$ cat src/design/hrm_pkg.sv
// shared constants and types of the hub receive monitor
package hrm_pkg;

    // -------------------------------------------------------------
    // sizes
    // -------------------------------------------------------------
    localparam int PORTS  = 8;
    localparam int CNT_W  = 20;
    localparam int MON_W  = 17;
    localparam int DIV_W  = 6;
    localparam int ADDR_W = 4;
    localparam int DATA_W = 8;
    localparam int ST_W   = 3;

    // -------------------------------------------------------------
    // counts in mid clock periods (defaults of top parameters)
    // -------------------------------------------------------------
    localparam int LAMP_TICKS_DEF = 500000;
    localparam int MON_TICKS_DEF  = 131072;

    // mid clock divide ratios per rate select code
    localparam logic [DIV_W-1:0] DIV_RATE3 = 6'h04;
    localparam logic [DIV_W-1:0] DIV_RATE2 = 6'h08;
    localparam logic [DIV_W-1:0] DIV_RATE1 = 6'h10;
    localparam logic [DIV_W-1:0] DIV_RATE0 = 6'h20;

    // -------------------------------------------------------------
    // register map
    // -------------------------------------------------------------
    localparam logic [ADDR_W-1:0] REG_STATUS = 4'h0;
    localparam logic [ADDR_W-1:0] REG_MASK   = 4'h1;
    localparam logic [ADDR_W-1:0] REG_PORTS  = 4'h2;
    localparam logic [ADDR_W-1:0] REG_LIVE   = 4'h3;
    localparam int ST_RX    = 0;
    localparam int ST_ERR   = 1;
    localparam int ST_FRAME = 2;
    localparam logic [ST_W-1:0] MASK_RST = 3'h0;

    // -------------------------------------------------------------
    // monitor pin group and shift sequencer states
    // -------------------------------------------------------------
    typedef struct packed {
        logic data;
        logic sclk;
        logic load;
    } hrm_mon_t;

    localparam hrm_mon_t MON_LOW = 3'h0;

    typedef enum logic [1:0] {
        SH_IDLE = 2'b00,
        SH_DATA = 2'b01,
        SH_CLKH = 2'b10,
        SH_LOAD = 2'b11
    } hrm_shift_t;

endpackage

$ cat src/design/hrm_ratediv.sv
// mid clock tick divider selected by the rate pins
module hrm_ratediv
    import hrm_pkg::*;
(
    // clock and reset
    input  wire logic       clk,
    input  wire logic       rst,
    // synchronised rate code
    input  wire logic [1:0] rate_sel,
    // one-cycle mid clock enable
    output logic            tick
);

    logic [DIV_W-1:0] cnt_reg;
    logic [DIV_W-1:0] cnt_next;
    logic [DIV_W-1:0] div_len;
    logic             wrap;

    // ratio per rate code, fastest at code 3
    assign div_len = (rate_sel == 2'h3) ? DIV_RATE3 :
                     (rate_sel == 2'h2) ? DIV_RATE2 :
                     (rate_sel == 2'h1) ? DIV_RATE1 : DIV_RATE0;
    assign wrap     = (cnt_reg >= div_len - 6'h01);
    assign cnt_next = wrap ? 6'h00 : cnt_reg + 6'h01;

    // divider counter and tick flop
    always_ff @(posedge clk or posedge rst) begin
        if (rst) begin
            cnt_reg <= 6'h00;
            tick    <= 1'b0;
        end else begin
            cnt_reg <= cnt_next;
            tick    <= wrap;
        end
    end

endmodule

$ cat src/design/hrm_oneshot.sv
// retriggerable one-shot with active-low registered output
module hrm_oneshot
    import hrm_pkg::*;
#(
    parameter logic [CNT_W-1:0] LOAD = CNT_W'(LAMP_TICKS_DEF)
) (
    // clock and reset
    input  wire logic clk,
    input  wire logic rst,
    // mid clock enable and trigger
    input  wire logic tick,
    input  wire logic trig,
    // indicator, low while running
    output logic      out_n
);

    logic [CNT_W-1:0] cnt_reg;
    logic [CNT_W-1:0] cnt_next;

    // reload on trigger, count down on ticks
    assign cnt_next = trig ? LOAD :
                      (tick && cnt_reg != '0) ? cnt_reg - 1'b1 : cnt_reg;

    // reset loads the full time so the lamp test follows release
    always_ff @(posedge clk or posedge rst) begin
        if (rst) begin
            cnt_reg <= LOAD;
            out_n   <= 1'b0;
        end else begin
            cnt_reg <= cnt_next;
            out_n   <= (cnt_next == '0);
        end
    end

endmodule

$ cat src/design/hrm_monitor.sv
// hub receive monitor: arbitration, indicator one-shots, serial port monitor
// -----------------------------------------------------------------------------
// Notes on behaviour
// - any accepted port reception drives rx_indicator_n low for a pulse time
// - rx_indicator_n low during reset and 500000 mid periods after release
// - rx one-shot retriggers; min low time 500000 mid periods
// - an error packet drives err_indicator_n low for a pulse time
// - err_indicator_n low during reset and 500000 mid periods after release
// - err one-shot retriggers; min low time 500000 mid periods
// - monitor data, shift clock and latch load all low during reset
// - record per port receptions over repeating 2^17 mid period intervals
// - shift the recorded status out during the following interval
// - simultaneous requests: only the lowest numbered port is accepted
// - mid clock divided from input clock by the two rate select pins
// -----------------------------------------------------------------------------
module hrm_monitor
    import hrm_pkg::*;
#(
    parameter int LAMP_TICKS = LAMP_TICKS_DEF,
    parameter int MON_TICKS  = MON_TICKS_DEF
) (
    // clock and reset
    input  wire logic              ref_clk,
    input  wire logic              sys_rst,
    // rate select pins
    input  wire logic              rate_select_0,
    input  wire logic              rate_select_1,
    // port receive requests from the packet logic
    input  wire logic [PORTS-1:0]  port_rx_req,
    input  wire logic              port_rx_err,
    output logic      [PORTS-1:0]  rx_grant,
    // indicator pins
    output logic                   rx_indicator_n,
    output logic                   err_indicator_n,
    // port monitor pins
    output logic                   monitor_serial_data,
    output logic                   monitor_shift_clock,
    output logic                   monitor_latch_load,
    // register port
    input  wire logic [ADDR_W-1:0] reg_addr,
    input  wire logic [DATA_W-1:0] reg_wdata,
    input  wire logic              reg_wr,
    input  wire logic              reg_rd,
    output logic      [DATA_W-1:0] reg_rdata,
    // interrupt
    output logic                   irq
);

    // -------------------------------------------------------------------------
    // rate pins and mid clock enable
    // -------------------------------------------------------------------------
    logic [1:0] sel_meta_reg;
    logic [1:0] sel_sync_reg;
    logic       mid_tick;

    // two-flop synchroniser for the rate pins
    always_ff @(posedge ref_clk or posedge sys_rst) begin
        if (sys_rst) begin
            sel_meta_reg <= 2'h0;
            sel_sync_reg <= 2'h0;
        end else begin
            sel_meta_reg <= {rate_select_1, rate_select_0};
            sel_sync_reg <= sel_meta_reg;
        end
    end

    // mid clock as a one-cycle enable
    hrm_ratediv u_div (
        .clk      (ref_clk),
        .rst      (sys_rst),
        .rate_sel (sel_sync_reg),
        .tick     (mid_tick)
    );

    // -------------------------------------------------------------------------
    // receive arbitration
    // -------------------------------------------------------------------------
    logic [PORTS-1:0] grant_reg;
    logic [PORTS-1:0] grant_next;
    logic [PORTS-1:0] lowest_req;
    logic             idle;
    logic             held;
    logic             rx_event;
    logic             err_event;

    // lowest set request bit wins
    assign lowest_req = port_rx_req & (~port_rx_req + 8'h01);
    assign idle       = (grant_reg == 8'h00);
    assign held       = |(port_rx_req & grant_reg);
    assign rx_event   = idle && (port_rx_req != 8'h00);
    assign grant_next = rx_event ? lowest_req :
                        held ? grant_reg : 8'h00;
    // an error flagged while a reception is accepted
    assign err_event  = port_rx_err && !idle;
    assign rx_grant   = grant_reg;

    // grant held until the accepted port drops its request
    always_ff @(posedge ref_clk or posedge sys_rst) begin
        if (sys_rst) begin
            grant_reg <= 8'h00;
        end else begin
            grant_reg <= grant_next;
        end
    end

    // -------------------------------------------------------------------------
    // indicator one-shots
    // -------------------------------------------------------------------------
    // rx lamp, loaded at reset for the lamp test
    hrm_oneshot #(
        .LOAD (CNT_W'(LAMP_TICKS))
    ) u_rx_led (
        .clk   (ref_clk),
        .rst   (sys_rst),
        .tick  (mid_tick),
        .trig  (rx_event),
        .out_n (rx_indicator_n)
    );

    // error lamp, same timing
    hrm_oneshot #(
        .LOAD (CNT_W'(LAMP_TICKS))
    ) u_err_led (
        .clk   (ref_clk),
        .rst   (sys_rst),
        .tick  (mid_tick),
        .trig  (err_event),
        .out_n (err_indicator_n)
    );

    // -------------------------------------------------------------------------
    // monitor interval and per-port record
    // -------------------------------------------------------------------------
    logic [MON_W-1:0] int_cnt_reg;
    logic             int_wrap;
    logic             frame_start;
    logic [PORTS-1:0] rec_reg;
    logic [PORTS-1:0] rec_hit;
    logic [PORTS-1:0] ports_reg;

    assign int_wrap    = (int_cnt_reg == MON_W'(MON_TICKS - 1));
    assign frame_start = mid_tick && int_wrap;
    // port accepted in this cycle
    assign rec_hit     = rx_event ? lowest_req : 8'h00;

    // interval counter on the mid clock
    always_ff @(posedge ref_clk or posedge sys_rst) begin
        if (sys_rst) begin
            int_cnt_reg <= '0;
        end else if (mid_tick) begin
            int_cnt_reg <= int_wrap ? '0 : int_cnt_reg + 1'b1;
        end
    end

    // record, then snapshot at interval end; same-cycle hits kept
    always_ff @(posedge ref_clk or posedge sys_rst) begin
        if (sys_rst) begin
            rec_reg   <= 8'h00;
            ports_reg <= 8'h00;
        end else if (frame_start) begin
            rec_reg   <= 8'h00;
            ports_reg <= rec_reg | rec_hit;
        end else begin
            rec_reg   <= rec_reg | rec_hit;
        end
    end

    // -------------------------------------------------------------------------
    // serial shift sequencer
    // -------------------------------------------------------------------------
    hrm_shift_t       sh_state_reg;
    hrm_shift_t       sh_state_next;
    logic [PORTS-1:0] sh_reg;
    logic [PORTS-1:0] sh_next;
    logic [3:0]       bit_cnt_reg;
    logic [3:0]       bit_cnt_next;
    hrm_mon_t         mon_reg;
    hrm_mon_t         mon_next;
    logic             frame_done;

    // one step per mid tick: data, clock high, ..., latch load
    always_comb begin
        sh_state_next = sh_state_reg;
        sh_next       = sh_reg;
        bit_cnt_next  = bit_cnt_reg;
        mon_next      = mon_reg;
        if (frame_start) begin
            sh_state_next = SH_DATA;
            sh_next       = rec_reg | rec_hit;
            bit_cnt_next  = 4'h0;
        end else if (mid_tick) begin
            unique case (sh_state_reg)
                SH_IDLE: begin
                    mon_next = MON_LOW;
                end
                SH_DATA: begin
                    mon_next.data = sh_reg[PORTS-1];
                    mon_next.sclk = 1'b0;
                    sh_state_next = SH_CLKH;
                end
                SH_CLKH: begin
                    mon_next.sclk = 1'b1;
                    sh_next       = {sh_reg[PORTS-2:0], 1'b0};
                    bit_cnt_next  = bit_cnt_reg + 4'h1;
                    sh_state_next = (bit_cnt_reg == 4'h7) ? SH_LOAD : SH_DATA;
                end
                SH_LOAD: begin
                    mon_next.sclk = 1'b0;
                    mon_next.load = 1'b1;
                    sh_state_next = SH_IDLE;
                end
            endcase
        end
    end

    assign frame_done = mid_tick && !frame_start && (sh_state_reg == SH_LOAD);

    // sequencer flops; reset drives all monitor pins low
    always_ff @(posedge ref_clk or posedge sys_rst) begin
        if (sys_rst) begin
            sh_state_reg <= SH_IDLE;
            sh_reg       <= 8'h00;
            bit_cnt_reg  <= 4'h0;
            mon_reg      <= MON_LOW;
        end else begin
            sh_state_reg <= sh_state_next;
            sh_reg       <= sh_next;
            bit_cnt_reg  <= bit_cnt_next;
            mon_reg      <= mon_next;
        end
    end

    assign monitor_serial_data = mon_reg.data;
    assign monitor_shift_clock = mon_reg.sclk;
    assign monitor_latch_load  = mon_reg.load;

    // -------------------------------------------------------------------------
    // registers and interrupt
    // -------------------------------------------------------------------------
    logic [ST_W-1:0]   status_reg;
    logic [ST_W-1:0]   mask_reg;
    logic [ST_W-1:0]   st_set;
    logic [ST_W-1:0]   st_clr;
    logic              wr_status;
    logic              wr_mask;
    logic [DATA_W-1:0] rd_mux;

    assign wr_status = reg_wr && (reg_addr == REG_STATUS);
    assign wr_mask   = reg_wr && (reg_addr == REG_MASK);
    assign st_set    = {frame_done, err_event, rx_event};
    assign st_clr    = wr_status ? reg_wdata[ST_W-1:0] : 3'h0;

    // sticky status bits, set wins over write-one clear
    genvar gi;
    generate
        for (gi = 0; gi < ST_W; gi++) begin : g_status
            always_ff @(posedge ref_clk or posedge sys_rst) begin
                if (sys_rst) begin
                    status_reg[gi] <= 1'b0;
                end else if (st_set[gi]) begin
                    status_reg[gi] <= 1'b1;
                end else if (st_clr[gi]) begin
                    status_reg[gi] <= 1'b0;
                end
            end
        end
    endgenerate

    // read select; unmapped reads zero
    assign rd_mux = (reg_addr == REG_STATUS) ? {5'h00, status_reg} :
                    (reg_addr == REG_MASK)   ? {5'h00, mask_reg} :
                    (reg_addr == REG_PORTS)  ? ports_reg :
                    (reg_addr == REG_LIVE)   ?
                        {4'h0, monitor_latch_load, !err_indicator_n,
                         !rx_indicator_n, !idle} : 8'h00;

    // mask write and one-cycle read data
    always_ff @(posedge ref_clk or posedge sys_rst) begin
        if (sys_rst) begin
            mask_reg  <= MASK_RST;
            reg_rdata <= 8'h00;
        end else begin
            if (wr_mask) begin
                mask_reg <= reg_wdata[ST_W-1:0];
            end
            reg_rdata <= reg_rd ? rd_mux : 8'h00;
        end
    end

    assign irq = |(status_reg & mask_reg);

    // -------------------------------------------------------------------------
    // assertions
    // -------------------------------------------------------------------------
    a_rx_led_on: assert property (
        @(posedge ref_clk) disable iff (sys_rst)
        rx_event |=> !rx_indicator_n)
        else $error("rx indicator not low after reception");

    a_err_led_on: assert property (
        @(posedge ref_clk) disable iff (sys_rst)
        err_event |=> !err_indicator_n)
        else $error("error indicator not low after error");

    a_lamp_test_hold: assert property (
        @(posedge ref_clk) disable iff (sys_rst)
        $fell(sys_rst) |-> (!rx_indicator_n && !err_indicator_n) [*8])
        else $error("lamp test not held after reset");

    a_mon_reset_low: assert property (
        @(posedge ref_clk)
        sys_rst |-> (mon_reg == MON_LOW))
        else $error("monitor pins not low in reset");

    a_grant_lowest: assert property (
        @(posedge ref_clk) disable iff (sys_rst)
        rx_event |=> (rx_grant == $past(lowest_req)))
        else $error("grant not given to lowest port");

    a_grant_onehot: assert property (
        @(posedge ref_clk) disable iff (sys_rst)
        $onehot0(rx_grant))
        else $error("more than one port granted");

    a_latch_after_eight: assert property (
        @(posedge ref_clk) disable iff (sys_rst)
        $rose(monitor_latch_load) |-> (bit_cnt_reg == 4'h8))
        else $error("latch load before eight bits");

    a_data_stable_clk: assert property (
        @(posedge ref_clk) disable iff (sys_rst)
        $rose(monitor_shift_clock) |-> $stable(monitor_serial_data))
        else $error("data moved at shift clock edge");

    a_tick_spacing: assert property (
        @(posedge ref_clk) disable iff (sys_rst)
        mid_tick |=> !mid_tick [*3])
        else $error("mid clock tick too frequent");

    a_frame_starts: assert property (
        @(posedge ref_clk) disable iff (sys_rst)
        frame_start |=> (sh_state_reg == SH_DATA && ports_reg == sh_reg))
        else $error("frame did not start shifting");

    c_rx_event: cover property (@(posedge ref_clk) disable iff (sys_rst)
        rx_event);
    c_multi_req: cover property (@(posedge ref_clk) disable iff (sys_rst)
        rx_event && !$onehot(port_rx_req));
    c_err_event: cover property (@(posedge ref_clk) disable iff (sys_rst)
        err_event);
    c_latch_load: cover property (@(posedge ref_clk) disable iff (sys_rst)
        $rose(monitor_latch_load));

endmodule

$ cat config.mk
export PLATFORM = sky130hd
export DESIGN_NAME = hrm_monitor
export DESIGN_NICKNAME = d
export VERILOG_FILES = /design/src/design/hrm_pkg.sv /design/src/design/hrm_ratediv.sv /design/src/design/hrm_oneshot.sv /design/src/design/hrm_monitor.sv
export SDC_FILE = /design/constraint.sdc
export NUM_CORES = 1
export LEC_CHECK = 0
export BUFFER_PORTS_ARGS = -buffer_cell sky130_fd_sc_hd__buf_2
export CORE_MARGIN = 5
export CORE_UTILIZATION = 45
export CTS_BUF_LIST = sky130_fd_sc_hd__clkbuf_8
export DETAILED_ROUTE_END_ITERATION = 10
export GPL_TIMING_DRIVEN = 1
export PLACE_DENSITY_LB_ADDON = 0.12
export REMOVE_ABC_BUFFERS = 1
export SLEW_MARGIN = 40
export SYNTH_ARGS = -nofsm -noshare
export SYNTH_HDL_FRONTEND = slang
export SYNTH_SLANG_ARGS = --single-unit
$ cat constraint.sdc
create_clock -name ref_clk -period 7.1 [get_ports ref_clk]
set_input_delay 1.065 -clock ref_clk [delete_from_list [all_inputs] [get_ports ref_clk]]
set_output_delay 1.065 -clock ref_clk [all_outputs]
set_load 0.005 [all_outputs]
Word level (Yosys, flattened, before mapping):

Index checks and enable logic that the tools add are counted.

* memory bits (read-only): 0
* bits in writable memories: 0
* register bits: 125
* input port bits: 27
* bits in latches: 0
* memories kept: 0
* logic and storage cells: 124

* shift operators: 0
* equal/unequal tests: 12
* add/sub/neg operators: 7
* multiply operators: 0
* bitwise gates (word level): 6
* reduce and logical (&&, ||, !) cells: 37
* $lt $le $gt $ge: 1
* div/mod/pow operators: 0
* mux-type cells: 38

Operator list (count)
* two-way mux 8 bit: 11
* two-way mux 20 bit: 4
* logical NOT 20 bit: 2
* nonzero test 20 bit: 2
* subtractor 20 x 1 -> 20 bit, second input constant: 2
* two-way mux 6 bit: 4
* adder 17 x 1 -> 17 bit, second input constant: 1
* == test 17 bit, second input constant: 1
* two-way mux 17 bit: 1
* bitwise AND 8 bit: 2
* two-way mux 4 bit: 4
* nonzero test 2 bit: 7
* logical AND 1 bit: 9
* adder 8 x 1 -> 8 bit, second input constant: 1
* == test 2 bit, second input constant: 4
* == test 4 x 2 -> 1 bit, second input constant: 2
* logical NOT 8 bit: 1
* inverter 8 bit: 1
* bitwise OR 8 bit: 1
* nonzero test 8 bit: 1
* OR reduction 8 bit: 1
* adder 6 x 1 -> 6 bit, second input constant: 1
* greater-or-equal comparator 6 bit: 1
* two-way mux 1 bit: 6
* other kinds (19): 31

Longest topological paths before layout:

Gate-level depths: netlist of the first run.

* depth in word-level cells: 7
* gate-level depth with buffers: 10
* gate-level depth less buffers: 9

By module:

Synthesis of the first run repeated with hierarchy kept, for this count alone.

* cells, all modules: 661
* area total of the unflattened synthesis: 6480.0 um^2

By module, submodules not included
* hrm_monitor: cells an instance 331, seq. area each 1901.8 um^2, times used 1, area each 3420.8 um^2
* hrm_oneshot: cells an instance 146, seq. area each 534.3 um^2, times used 2, area each 1336.3 um^2
* hrm_ratediv: cells an instance 38, seq. area each 175.2 um^2, times used 1, area each 386.6 um^2

Least setup slack after synthesis of the first run:

No wires, ideal clock.

* kind: flip-flop to flip-flop
* start: register u_err_led.cnt_reg[12]
* end: register u_err_led.out_n
* buffers on the path: 0
* setup slack: 4233 ps
* period minus slack after synthesis: 2867 ps
* arrival: 2787 ps
* cell stages (with the launch flop): 8
* path through: dfrtp_1 or4_4 or3_1 or4_4 a2111o_1 a2111oi_2 nand4_1 nor3_2

* cells in the longest elaborated chain, start to end: 5
* elaborated cells between the ends (all ways): 6
* those cells by class: add/sub (1); mux (2); reduce/logical (3)

RTL lines
* start: declaration: RTL line hrm_oneshot.sv:17 `logic [CNT_W-1:0] cnt_reg;`
* start signal: assignment: RTL line hrm_oneshot.sv:30 `cnt_reg <= cnt_next;`
* parallel branches: the longest is 2 deep, another holds subtractor 20 x 1 -> 20 bit
* two-way mux 20 bit *: RTL line hrm_oneshot.sv:22 `(tick && cnt_reg != '0) ? cnt_reg - 1'b1 : cnt_reg;`
* two-way mux 20 bit *: RTL line hrm_oneshot.sv:21 `assign cnt_next = trig ? LOAD :`
* logical NOT 20 bit *: RTL line hrm_oneshot.sv:31 `out_n <= (cnt_next == '0);`
* end signal: assignment: RTL line hrm_oneshot.sv:31
* end: declaration: RTL line hrm_oneshot.sv:14 `output logic out_n`

Mark *: on every way between the ends.
A chain may end at the register's enable or synchronous reset.

Worst setup path after layout of the first run:

Ends and elaborated chain as after synthesis.

==> summary.md, run 1 <==
| Metric | Value |
|---|---|
| Outcome | `finished clean` |
| Post-synthesis cell area | `0.006125 mm^2` |
| Starting density of the core | `0.4607` |
| Routed Antenna Nets | `0` |
| Largest cells by area after synthesis | `dfrtp_1 45%, dfstp_2 6.0%, nor2_1 5.2%, nand2_1 4.2%, ha_1 3.1%` |
| Largest family of logic cells by synthesized area | `simple AND/OR/NAND/NOR gates` |
| Gr usage total | `0.1710` |
| Arrival time at the worst endpoint | `3.45 ns` |
| Max stage delay on crit path | `0.58 ns` |
| Fin cells | `866` |
| Hold-fix buffer count after cts | `0` |
| Synth Flop Type | `dfrtp_1` |
| Crit path max fanout | `6` |
| Clk_lat worst skew | `0.45 ns` |
| Core area | `0.01330 mm^2` |
| Post-synthesis mux area share | `0.01593` |
| Critical path, cell by cell | `or4_4 -> or3_1 -> or4_4 -> a2111o_1 -> a2111oi_2 -> nand4_1 -> nor3_2` |
| Slew @ Worst Pin | `0.6589 ns` |
| Worst Path Buf+Inv | `0` |
| Slew Limit Fails | `0` |
| Distinct cells, synth | `63` |
| Post-synthesis adder-cell area fraction | `0.03064` |
| Tcrit/Tclk final | `0.4346` |
| Total number of vias | `4769` |
| Post-synthesis cell count | `630` |
| M1 GR Usage | `0.2258` |
| Clock sinks | `125` |
| Number of H-tree levels | `4` |
| Avg Cell Area, Syn | `9.722 um^2` |
| Placed cell areas | `0.006533 mm^2` |
| Largest net degree at the start of global routing | `84` |
| Max Cap Violations | `0` |
| Post-route clock skew | `0.01435 ns` |
| Met2 usage | `0.2733` |
| Slew headroom | `0.5607` |
| Routed wire length | `13.19 mm` |
| Leading area contributor after synthesis | `dfrtp_1` |
| IO Pins | `49` |
| Final hold vios | `0` |
| Global-route wire length before repair | `22.11 mm` |
| Fmax | `0.3241 GHz` |
| HP Class | `reg2reg` |
| Power Dens Cells | `287.8 mW/mm^2` |
| Total CTS buffers | `17` |
| Die area | `0.01604 mm^2` |
| FFs w/ async S/R, synth | `1.000` |
| Clock slew at reported path FFs | `0.07 ns` |
| CP Capture Type | `register` |
| DR vias/cell | `5.507` |
| Die span in y | `126.7 um` |
| Initial antenna violation count | `0` |
| DPL Wire Length | `9.252 mm` |
| Setup TNS | `0 ns` |
| Cell family with most CP delay | `simple AND/OR/NAND/NOR gates` |
| Sequential share of the synthesized area | `0.5136` |
| Max stage delay cell, worst path | `or4_4` |
| CTS tree | `built` |
| Cell mode on critical path | `or4_4` |
| Diodes inserted | `0` |
| Root buf cell | `clkbuf_8` |
| DRT Pass-1 Iters | `4` |
| Worst vdd ir | `214.0 uV` |
| Gr busiest metal | `met2` |
| Vias in the first global route | `4623` |
| Top cell type's share of synthesized area | `0.4535` |
| Most frequent cells in the layout | `111 x dfrtp_1, 85 x nor2_1, 68 x nand2_1` |
| Site row count | `42` |
| Leak pwr | `3.070 nW` |
| Commonest non-fill, non-tap cell in the layout | `dfrtp_1` |
| WL/cell | `15.23 um` |
| Finished Cell Area | `0.006959 mm^2` |
| Critical path type | `reg2reg` |
| Ratio of cells with drive above 1 in the final layout | `0.1681` |
| Compound-Gate Fraction of Synth Area | `0.1326` |
| Max Buffers Root-to-Sink | `2` |
| Routability cong. | `0.8638` |
| Post-Synth XOR/XNOR Area | `0.05291` |
| Post-CTS setup buffer count | `0` |
| DRC | `0` |
| Starting DRT DRC Count | `301` |
| Synth Area in Simple Gates | `0.2311` |
| Crit path launch type | `register` |
| Yosys warnings | `0` |
| WP data required | `7.47 ns` |
| RSZ-0062 raised after global routing | `false` |
| Met3 usage | `0.04330` |
| Final Setup Violations | `0` |
| EDFF count, synth | `0` |
| Die width | `126.7 um` |
| CTS resizes | `0` |
| DP Cell Count | `834` |
| I/O Buffers | `43` |
| Crit path time final | `3.085 ns` |
| Synth-to-layout area growth | `13.63%` |
| Final Net Count | `719` |
| Yosys reg bits | `125` |
| Overflow after GRT | `0` |
## final cells by class
type / count / area [um^2]
sequential: 125 / 3146
timing repair buffer: 48 / 259.0
tap: 176 / 220.2
inverter: 18 / 70.07
clock inverter: 14 / 168.9
clock buffer: 18 / 247.7
multi-input combinational: 467 / 2848
fill: 1245 / 6336
## worst register-to-register path: stages, from the launching register on
cell,delay (ns)
dfrtp_1,0.43
or4_4,0.58
or3_1,0.35
or4_4,0.55
a2111o_1,0.40
a2111oi_2,0.33
nand4_1,0.17
nor3_2,0.20
## power breakdown
part / switching (mW) / leakage [nW] / total [mW] / internal [mW]
sequential: 0.0902 / 1.59 / 0.892 / 0.801
clock: 0.293 / 0.203 / 0.649 / 0.356
combinational: 0.291 / 1.28 / 0.463 / 0.172
## path summary, 6_finish.rpt
kind                                        from               end  slack (ns)  cells after the start
max                        u_err_led.cnt_reg[12]   u_err_led.out_n        4.01                      7
max reg2reg                u_err_led.cnt_reg[12]   u_err_led.out_n        4.01                      7
min                              sel_meta_reg[0]   sel_sync_reg[0]        0.35                      0
max in group asynchronous                sys_rst       rx_grant[2]        5.34                      3
min in group asynchronous                sys_rst  u_div.cnt_reg[5]        0.65                      2
min reg2reg                      sel_meta_reg[0]   sel_sync_reg[0]        0.35                      0
## stage by stage
step,worst slack (ns),hold slack (ns),power [mW],util
5_1_grt,3.804,0.3709,2.135,0.5234
4_1_cts,4.009,0.3575,2.022,0.5227
3_5_place_dp,3.943,0.3410,1.363,0.4913
3_3_place_gp,3.973,0.3324,1.348,0.4908
2_1_floorplan,2.731,0.3312,1.207,-
6_report,4.015,0.3527,2.003,0.5234
## cells in the mapped netlist, types with 10 or more instances
master and n:
dfrtp_1 111, nor2_1 85, nand2_1 68, o21ai_0 35, a21oi_1 24, clkbuf_1 19, xnor2_1 19, inv_1 18
nor3_1 18, xor2_1 18, nand4_1 17, nand3_1 16, ha_1 15, dfstp_2 14, or3_1 11, nor2b_1 10
## routing by layer
layer / vias up / share of wire
met5: - / 0
met4: 0 / 0.015
met3: 16 / 0.031
met2: 52 / 0.47
met1: 2366 / 0.48
li1: 2335 / -
## cell families (layout without fill, tap and decap cells)
group | count (synthesis) | after routing
buffers and inverters | 38 | 98
xor gates and xnor gates | 37 | 37
AOI/OAI and AO/OA | 123 | 123
DFF | 125 | 125
adders and majority gates | 15 | 15
muxes | 9 | 9
and+or+nand+nor | 283 | 283
No activity file was read; power rests on OpenSTA's default activity.
==> run 2: changes to the inputs <==
--- a/config.mk
+++ b/config.mk
@@ -5,6 +5,7 @@
 export SDC_FILE = /design/constraint.sdc
 export NUM_CORES = 1
 export LEC_CHECK = 0
+export ABC_AREA = 1
 export BUFFER_PORTS_ARGS = -buffer_cell sky130_fd_sc_hd__buf_2
 export CORE_MARGIN = 5
 export CORE_UTILIZATION = 45
==> constraint.sdc (replaced) <==
create_clock -name ref_clk -period 2.9 [get_ports ref_clk]
set_input_delay 0.435 -clock ref_clk [delete_from_list [all_inputs] [get_ports ref_clk]]
set_output_delay 0.435 -clock ref_clk [all_outputs]
set_load 0.005 [all_outputs]
==> summary.md, run 2 <==
| Metric | Value |
|---|---|
| Routed Antenna Nets | `0` |
| Total number of vias | `5702` |
| Initial antenna violation count | `0` |
| FFs w/ async S/R, synth | `1.000` |
| Commonest non-fill, non-tap cell in the layout | `nand2_1` |
| Slew @ Worst Pin | `0.5569 ns` |
| Total CTS buffers | `17` |
| Global-route wire length before repair | `26.36 mm` |
| Worst Path Buf+Inv | `2` |
| Vias in the first global route | `5606` |
| Cell family with most CP delay | `simple AND/OR/NAND/NOR gates` |
| Avg Cell Area, Syn | `7.447 um^2` |
| Slew headroom | `0.6288` |
| Post-synthesis cell area | `0.006807 mm^2` |
| Count leader, synth | `nand2_1` |
| DR vias/cell | `4.878` |
| Routed wire length | `15.40 mm` |
| Synth-to-layout area growth | `13.22%` |
| Slew Limit Fails | `0` |
| Clock slew at reported path FFs | `0.08 ns` |
| Die width | `133.0 um` |
| Fmax | `0.4010 GHz` |
| Filler cell count | `1495` |
| I/O Buffers | `43` |
| HP Class | `in2async` |
| Routability cong. | `0.8641` |
| Post-synth top cells | `263 x nand2_1, 126 x inv_1, 124 x nor2_1, 111 x dfrtp_1, 58 x nand3_1` |
| Post-CTS setup buffer count | `0` |
| Number of H-tree levels | `4` |
| Leading area contributor after synthesis | `dfrtp_1` |
| Core area | `0.01503 mm^2` |
| Synth Area in Simple Gates | `0.3243` |
| IO Pins | `49` |
| Cell mode on critical path | `nand2_1` |
| Root buf cell | `clkbuf_8` |
| Finished Cell Area | `0.007706 mm^2` |
| Setup TNS | `0 ns` |
| Hold-fix buffer count after cts | `0` |
| Max stage delay cell, worst path | `dfrtp_1` |
| Clk_lat worst skew | `0.44 ns` |
| Hold WS | `0.05974 ns` |
| Diodes inserted | `0` |
| FF/Latch Area | `0.003146 mm^2` |
| RSZ-0062 raised after global routing | `false` |
| Critical path, cell by cell | `ha_1 -> nand2_1 -> nor3_1 -> nand2_1 -> nor2_1 -> nand4_1 -> nor2_1 -> ha_1 -> nand2_1 -> inv_2 -> nor2_1 -> nor2_2 -> inv_1 -> nand2_1 -> a21oi_1 -> nand2_1 -> nand2_1` |
| Starting DRT DRC Count | `283` |
| WL/cell | `13.17 um` |
| Gr usage total | `0.1825` |
| Die span in y | `133.0 um` |
| Multi-input logic area | `0.003067 mm^2` |
| Yosys reg bits | `125` |
| Critical path type | `reg2reg` |
| Max Cap Violations | `0` |
| CTS tree | `built` |
| Worst vdd ir | `350.8 uV` |
| Leak pwr | `4.042 nW` |
| Post-route clock skew | `0.01017 ns` |
| Fin cells | `1169` |
| Yosys warnings | `0` |
| DP Cell Count | `1137` |
| Post-synthesis cell count | `914` |
| Tcrit/Tclk final | `0.8598` |
| Largest cells by area after synthesis | `dfrtp_1 41%, nand2_1 15%, inv_1 6.9%, nor2_1 6.8%, dfstp_2 5.4%` |
| DRC | `0` |
| Compound-Gate Fraction of Synth Area | `0.07794` |
| Placed cell areas | `0.007253 mm^2` |
| Post-synthesis adder-cell area fraction | `0.02757` |
| Final Net Count | `1010` |
| Max Buffers Root-to-Sink | `2` |
| Power Dens Cells | `776.0 mW/mm^2` |
| Die area | `0.01769 mm^2` |
| CTS resizes | `0` |
| DPL Wire Length | `11.35 mm` |
| Arrival time at the worst endpoint | `2.80 ns` |
| Ratio of cells with drive above 1 in the final layout | `0.1335` |
| Final Setup Violations | `0` |
| Post-synthesis mux area share | `0.001471` |
| Sequential share of the synthesized area | `0.4621` |
| Largest net degree at the start of global routing | `59` |
| Synth Flop Type | `dfrtp_1` |
| Outcome | `finished clean` |
| Distinct cells, synth | `44` |
| CP Capture Type | `register` |
| Crit path max fanout | `14` |
| Clock sinks | `125` |
| Most frequent cells in the layout | `263 x nand2_1, 126 x inv_1, 124 x nor2_1` |
| EDFF count, synth | `0` |
| Starting density of the core | `0.4528` |
| WP data required | `3.21 ns` |
| Max stage delay on crit path | `0.39 ns` |
| Top cell type's share of synthesized area | `0.4081` |
| Site row count | `45` |
| Post-Synth XOR/XNOR Area | `0.01930` |
| Overflow after GRT | `0` |
| DRT Pass-1 Iters | `4` |
| Crit path launch type | `register` |
| Crit path time final | `2.494 ns` |
| Largest family of logic cells by synthesized area | `simple AND/OR/NAND/NOR gates` |
| Final hold vios | `0` |
==> run 2: logic make-up after synthesis <==
logic type	after synthesis
AND/OR/NAND/NOR	515
XOR/XNOR	15
buffers and inverters	150
flip-flops	125
multiplexers	1
AO/OA/AOI/OAI	93
adder cells (fa/ha/maj)	15
==> run 2: routing by layer <==
metal,global-route usage,routed length (um)
met3,0.04183,600
met2,0.3062,7248
met5,0,0
met1,0.2397,7393
met4,0.04561,155
==> run 2: worst register-to-register path, cell delays in order, from the launching register on <==
cell and delay [ns]:
dfrtp_1 0.39, ha_1 0.18, nand2_1 0.10, nor3_1 0.17
nand2_1 0.09, nor2_1 0.16, nand4_1 0.12, nor2_1 0.12
ha_1 0.18, nand2_1 0.08, inv_2 0.07, nor2_1 0.04
nor2_2 0.09, inv_1 0.22, nand2_1 0.15, a21oi_1 0.07
nand2_1 0.07, nand2_1 0.05
==> run 2: layout make-up <==
class	instances	share of cell area
inverters	132	0.06527
clock buffers	17	0.03036
repair buffers	53	0.03929
clock inverters	15	0.02841
multi-input cells	639	0.3980
flip-flops and latches	125	0.4082
well taps	188	0.03052
==> run 2: path summary, 6_finish.rpt <==
check / start / endpoint / slack, ns / cells after the start
max: int_cnt_reg[0] / sh_state_reg[0] / 0.41 / 17
min: sys_rst / int_cnt_reg[5] / 0.06 / 2
max reg2reg: int_cnt_reg[0] / sh_state_reg[0] / 0.41 / 17
min reg2reg: sel_meta_reg[0] / sel_sync_reg[0] / 0.35 / 0
max in group asynchronous: sys_rst / u_err_led.cnt_reg[8] / 2.11 / 3
min in group ref_clk: rate_select_1 / sel_meta_reg[1] / 0.10 / 1
==> run 2: where the power goes <==
part	leakage [nW]	internal, mW	switching (mW)	total (mW)
clock network	0.228	1.02	0.734	1.76
logic	2.27	0.631	1.29	1.92
registers	1.55	2.05	0.257	2.30
==> run 2: through the flow <==
step                utilization  setup slack [ns]  power (mW)
floorplan                     -           -0.8394       3.717
global placement         0.4825            0.4444       4.251
detailed placement       0.4825            0.4117       4.269
CTS                      0.5126            0.3909       6.048
global route             0.5126           0.06198       6.457
finish                   0.5126            0.4065       5.980
==> run 3: changes to the inputs <==
--- a/config.mk
+++ b/config.mk
@@ -6,12 +6,13 @@
 export NUM_CORES = 1
 export LEC_CHECK = 0
 export ABC_AREA = 1
-export BUFFER_PORTS_ARGS = -buffer_cell sky130_fd_sc_hd__buf_2
 export CORE_MARGIN = 5
 export CORE_UTILIZATION = 45
 export CTS_BUF_LIST = sky130_fd_sc_hd__clkbuf_8
 export DETAILED_ROUTE_END_ITERATION = 10
+export DONT_BUFFER_PORTS = 1
 export GPL_TIMING_DRIVEN = 1
+export HOLD_SLACK_MARGIN = 0.08
 export PLACE_DENSITY_LB_ADDON = 0.12
 export REMOVE_ABC_BUFFERS = 1
 export SLEW_MARGIN = 40
==> summary.md, run 3 (synthesis gave the netlist of run 2 again) <==
| Metric | Value |
|---|---|
| Crit path max fanout | `14` |
| Hold-fix buffer count after cts | `3` |
| Post-route clock skew | `0.01054 ns` |
| Worst Path Buf+Inv | `3` |
| Cell mode on critical path | `nand2_1` |
| Clock Power Share | `0.281` |
| Sequential power share | `0.396` |
| Site row count | `45` |
| Slew Limit Fails | `0` |
| IO Pins | `49` |
| Total number of vias | `5609` |
| Max Cap Violations | `0` |
| CTS resizes | `0` |
| Diodes inserted | `0` |
| Cell family with most CP delay | `simple AND/OR/NAND/NOR gates` |
| CTS tree | `built` |
| Tcrit/Tclk final | `0.8760` |
| Crit path launch type | `register` |
| DRT Pass-1 Iters | `5` |
| Met2 wire len | `7.225 mm` |
| Most frequent cells in the layout | `263 x nand2_1, 125 x inv_1, 124 x nor2_1` |
| Die width | `133.0 um` |
| HP Class | `in2reg` |
| Initial antenna violation count | `0` |
| Clock slew at reported path FFs | `0.08 ns` |
| Gr usage total | `0.1825` |
| Power Dens Cells | `777.8 mW/mm^2` |
| Slew @ Worst Pin | `0.5478 ns` |
| Net Sw Power | `2.310 mW` |
| CP Capture Type | `register` |
| Synth-to-layout area growth | `10.04%` |
| Root buf cell | `clkbuf_8` |
| Max stage delay on crit path | `0.40 ns` |
| Max stage delay cell, worst path | `dfrtp_1` |
| Die span in y | `133.0 um` |
| Vias in the first global route | `5372` |
| Combinational power share | `0.323` |
| Critical path, cell by cell | `nand2_1 -> inv_1 -> nand2_1 -> nor2_1 -> nand2_1 -> nor2_1 -> nand4_1 -> nor2_1 -> ha_1 -> nand2_1 -> inv_2 -> nor2_1 -> nor2_2 -> inv_1 -> nand2_1 -> a21oi_1 -> a22oi_1` |
| Leak pwr | `3.824 nW` |
| Final hold vios | `0` |
| DRC | `0` |
| Worst vdd ir | `417.6 uV` |
| Overflow after GRT | `0` |
| Hold WS | `0.1382 ns` |
| Filler cell count | `1499` |
| Slew headroom | `0.6348` |
| Crit path time final | `2.540 ns` |
| Clock sinks | `125` |
| Util after Layout | `0.4982` |
| Global-route wire length before repair | `26.03 mm` |
| Fin worst setup slack | `0.3595 ns` |
| Critical path type | `reg2reg` |
| Final Net Count | `970` |
| Number of H-tree levels | `4` |
| Final Setup Violations | `0` |
| I/O Buffers | `0` |
| Die area | `0.01769 mm^2` |
| Clk_lat worst skew | `0.45 ns` |
| Commonest non-fill, non-tap cell in the layout | `nand2_1` |
| WP data required | `3.26 ns` |
| Ratio of cells with drive above 1 in the final layout | `0.09458` |
| Starting DRT DRC Count | `314` |
| Core area | `0.01503 mm^2` |
| Total CTS buffers | `17` |
| DR vias/cell | `4.968` |
| Routed wire length | `15.32 mm` |
| RSZ-0062 raised after global routing | `false` |
| Arrival time at the worst endpoint | `2.90 ns` |
| Largest net degree at the start of global routing | `54` |
| Routed met1 length | `7.261 mm` |
| Max Buffers Root-to-Sink | `2` |
| WL/cell | `13.57 um` |
| DP Worst Slack | `0.3594 ns` |
| Starting density of the core | `0.4528` |
| DPL Wire Length | `11.23 mm` |
| Post-CTS setup buffer count | `0` |
| Cell Int Power | `3.516 mW` |
| R2R setup slack | `0.36 ns` |
| Top layer in use | `met4` |
| Routed Antenna Nets | `0` |
| Setup TNS | `0 ns` |
| Metal3 WL | `607 um` |
| Outcome | `finished clean` |
| Fmax | `0.3936 GHz` |
| Sw Share | `0.3965` |
| Routability cong. | `0.8807` |
## run 3: cell types whose count changed in the layout (fill, tap and decap cells not counted), sizes merged
cell,delta
inv,+2
buf,-43
clkinv,-3
dlygate4sd3,+3
bufinv,-2
clkinvlp,+3
## run 3: layer usage
| metal | vias to the layer above | global-route usage |
|---|---|---|
| met5 | - | 0 |
| met4 | 0 | 0.05370 |
| met3 | 18 | 0.04943 |
| met2 | 89 | 0.2923 |
| met1 | 2577 | 0.2433 |
| li1 | 2925 | - |
## run 3: power groups by stage
stage	clock network [mW]	logic [mW]	registers, mW
after global routing	1.78	2.19	2.34
after detailed placement	0	1.90	2.34
final	1.64	1.88	2.30
after floorplan	0	1.43	2.28
after global placement	0	1.88	2.34
after CTS	1.69	1.91	2.31
## run 3: worst register-to-register path, stage by stage (launching register included)
cell and delay, ns:
dfrtp_1 0.40, nand2_1 0.11, inv_1 0.08, nand2_1 0.09, nor2_1 0.23, nand2_1 0.08, nor2_1 0.17, nand4_1 0.13
nor2_1 0.12, ha_1 0.18, nand2_1 0.09, inv_2 0.07, nor2_1 0.04, nor2_2 0.09, inv_1 0.20, nand2_1 0.15
a21oi_1 0.07, a22oi_1 0.16
## run 3: layout make-up
cell class                      count  area (um^2)  share of cell area
Inverter                          132        503.0             0.06716
Clock inverter                     15        187.7             0.02506
Clock buffer                       17        234.0             0.03124
Multi-Input combinational cell    639         3067              0.4095
Timing Repair Buffer               13        117.6             0.01570
Tap cell                          188        235.2             0.03141
Sequential cell                   125         3146              0.4200
## run 3: worst paths after layout
check | startpoint | end | cells after the start
worst max-delay path | int_cnt_reg[4] | sh_state_reg[1] | 17
worst min-delay path | reg_rd | reg_rdata[3] | 2
worst max register to register | int_cnt_reg[4] | sh_state_reg[1] | 17
worst min register to register | sel_meta_reg[0] | sel_sync_reg[0] | 0
max in group asynchronous | sys_rst | u_err_led.cnt_reg[16] | 3
min in group asynchronous | sys_rst | int_cnt_reg[10] | 2
## run 3: per-stage QoR
| step | power (mW) | instances | area, um^2 |
|---|---|---|---|
| final | 5.825 | 1129 | 7490 |
| after global routing | 6.317 | 1129 | 7490 |
| after CTS | 5.911 | 1129 | 7490 |
| after detailed placement | 4.237 | 1094 | 7038 |
| after global placement | 4.218 | 1094 | 7038 |
| after floorplan | 3.717 | 896 | 6710 |
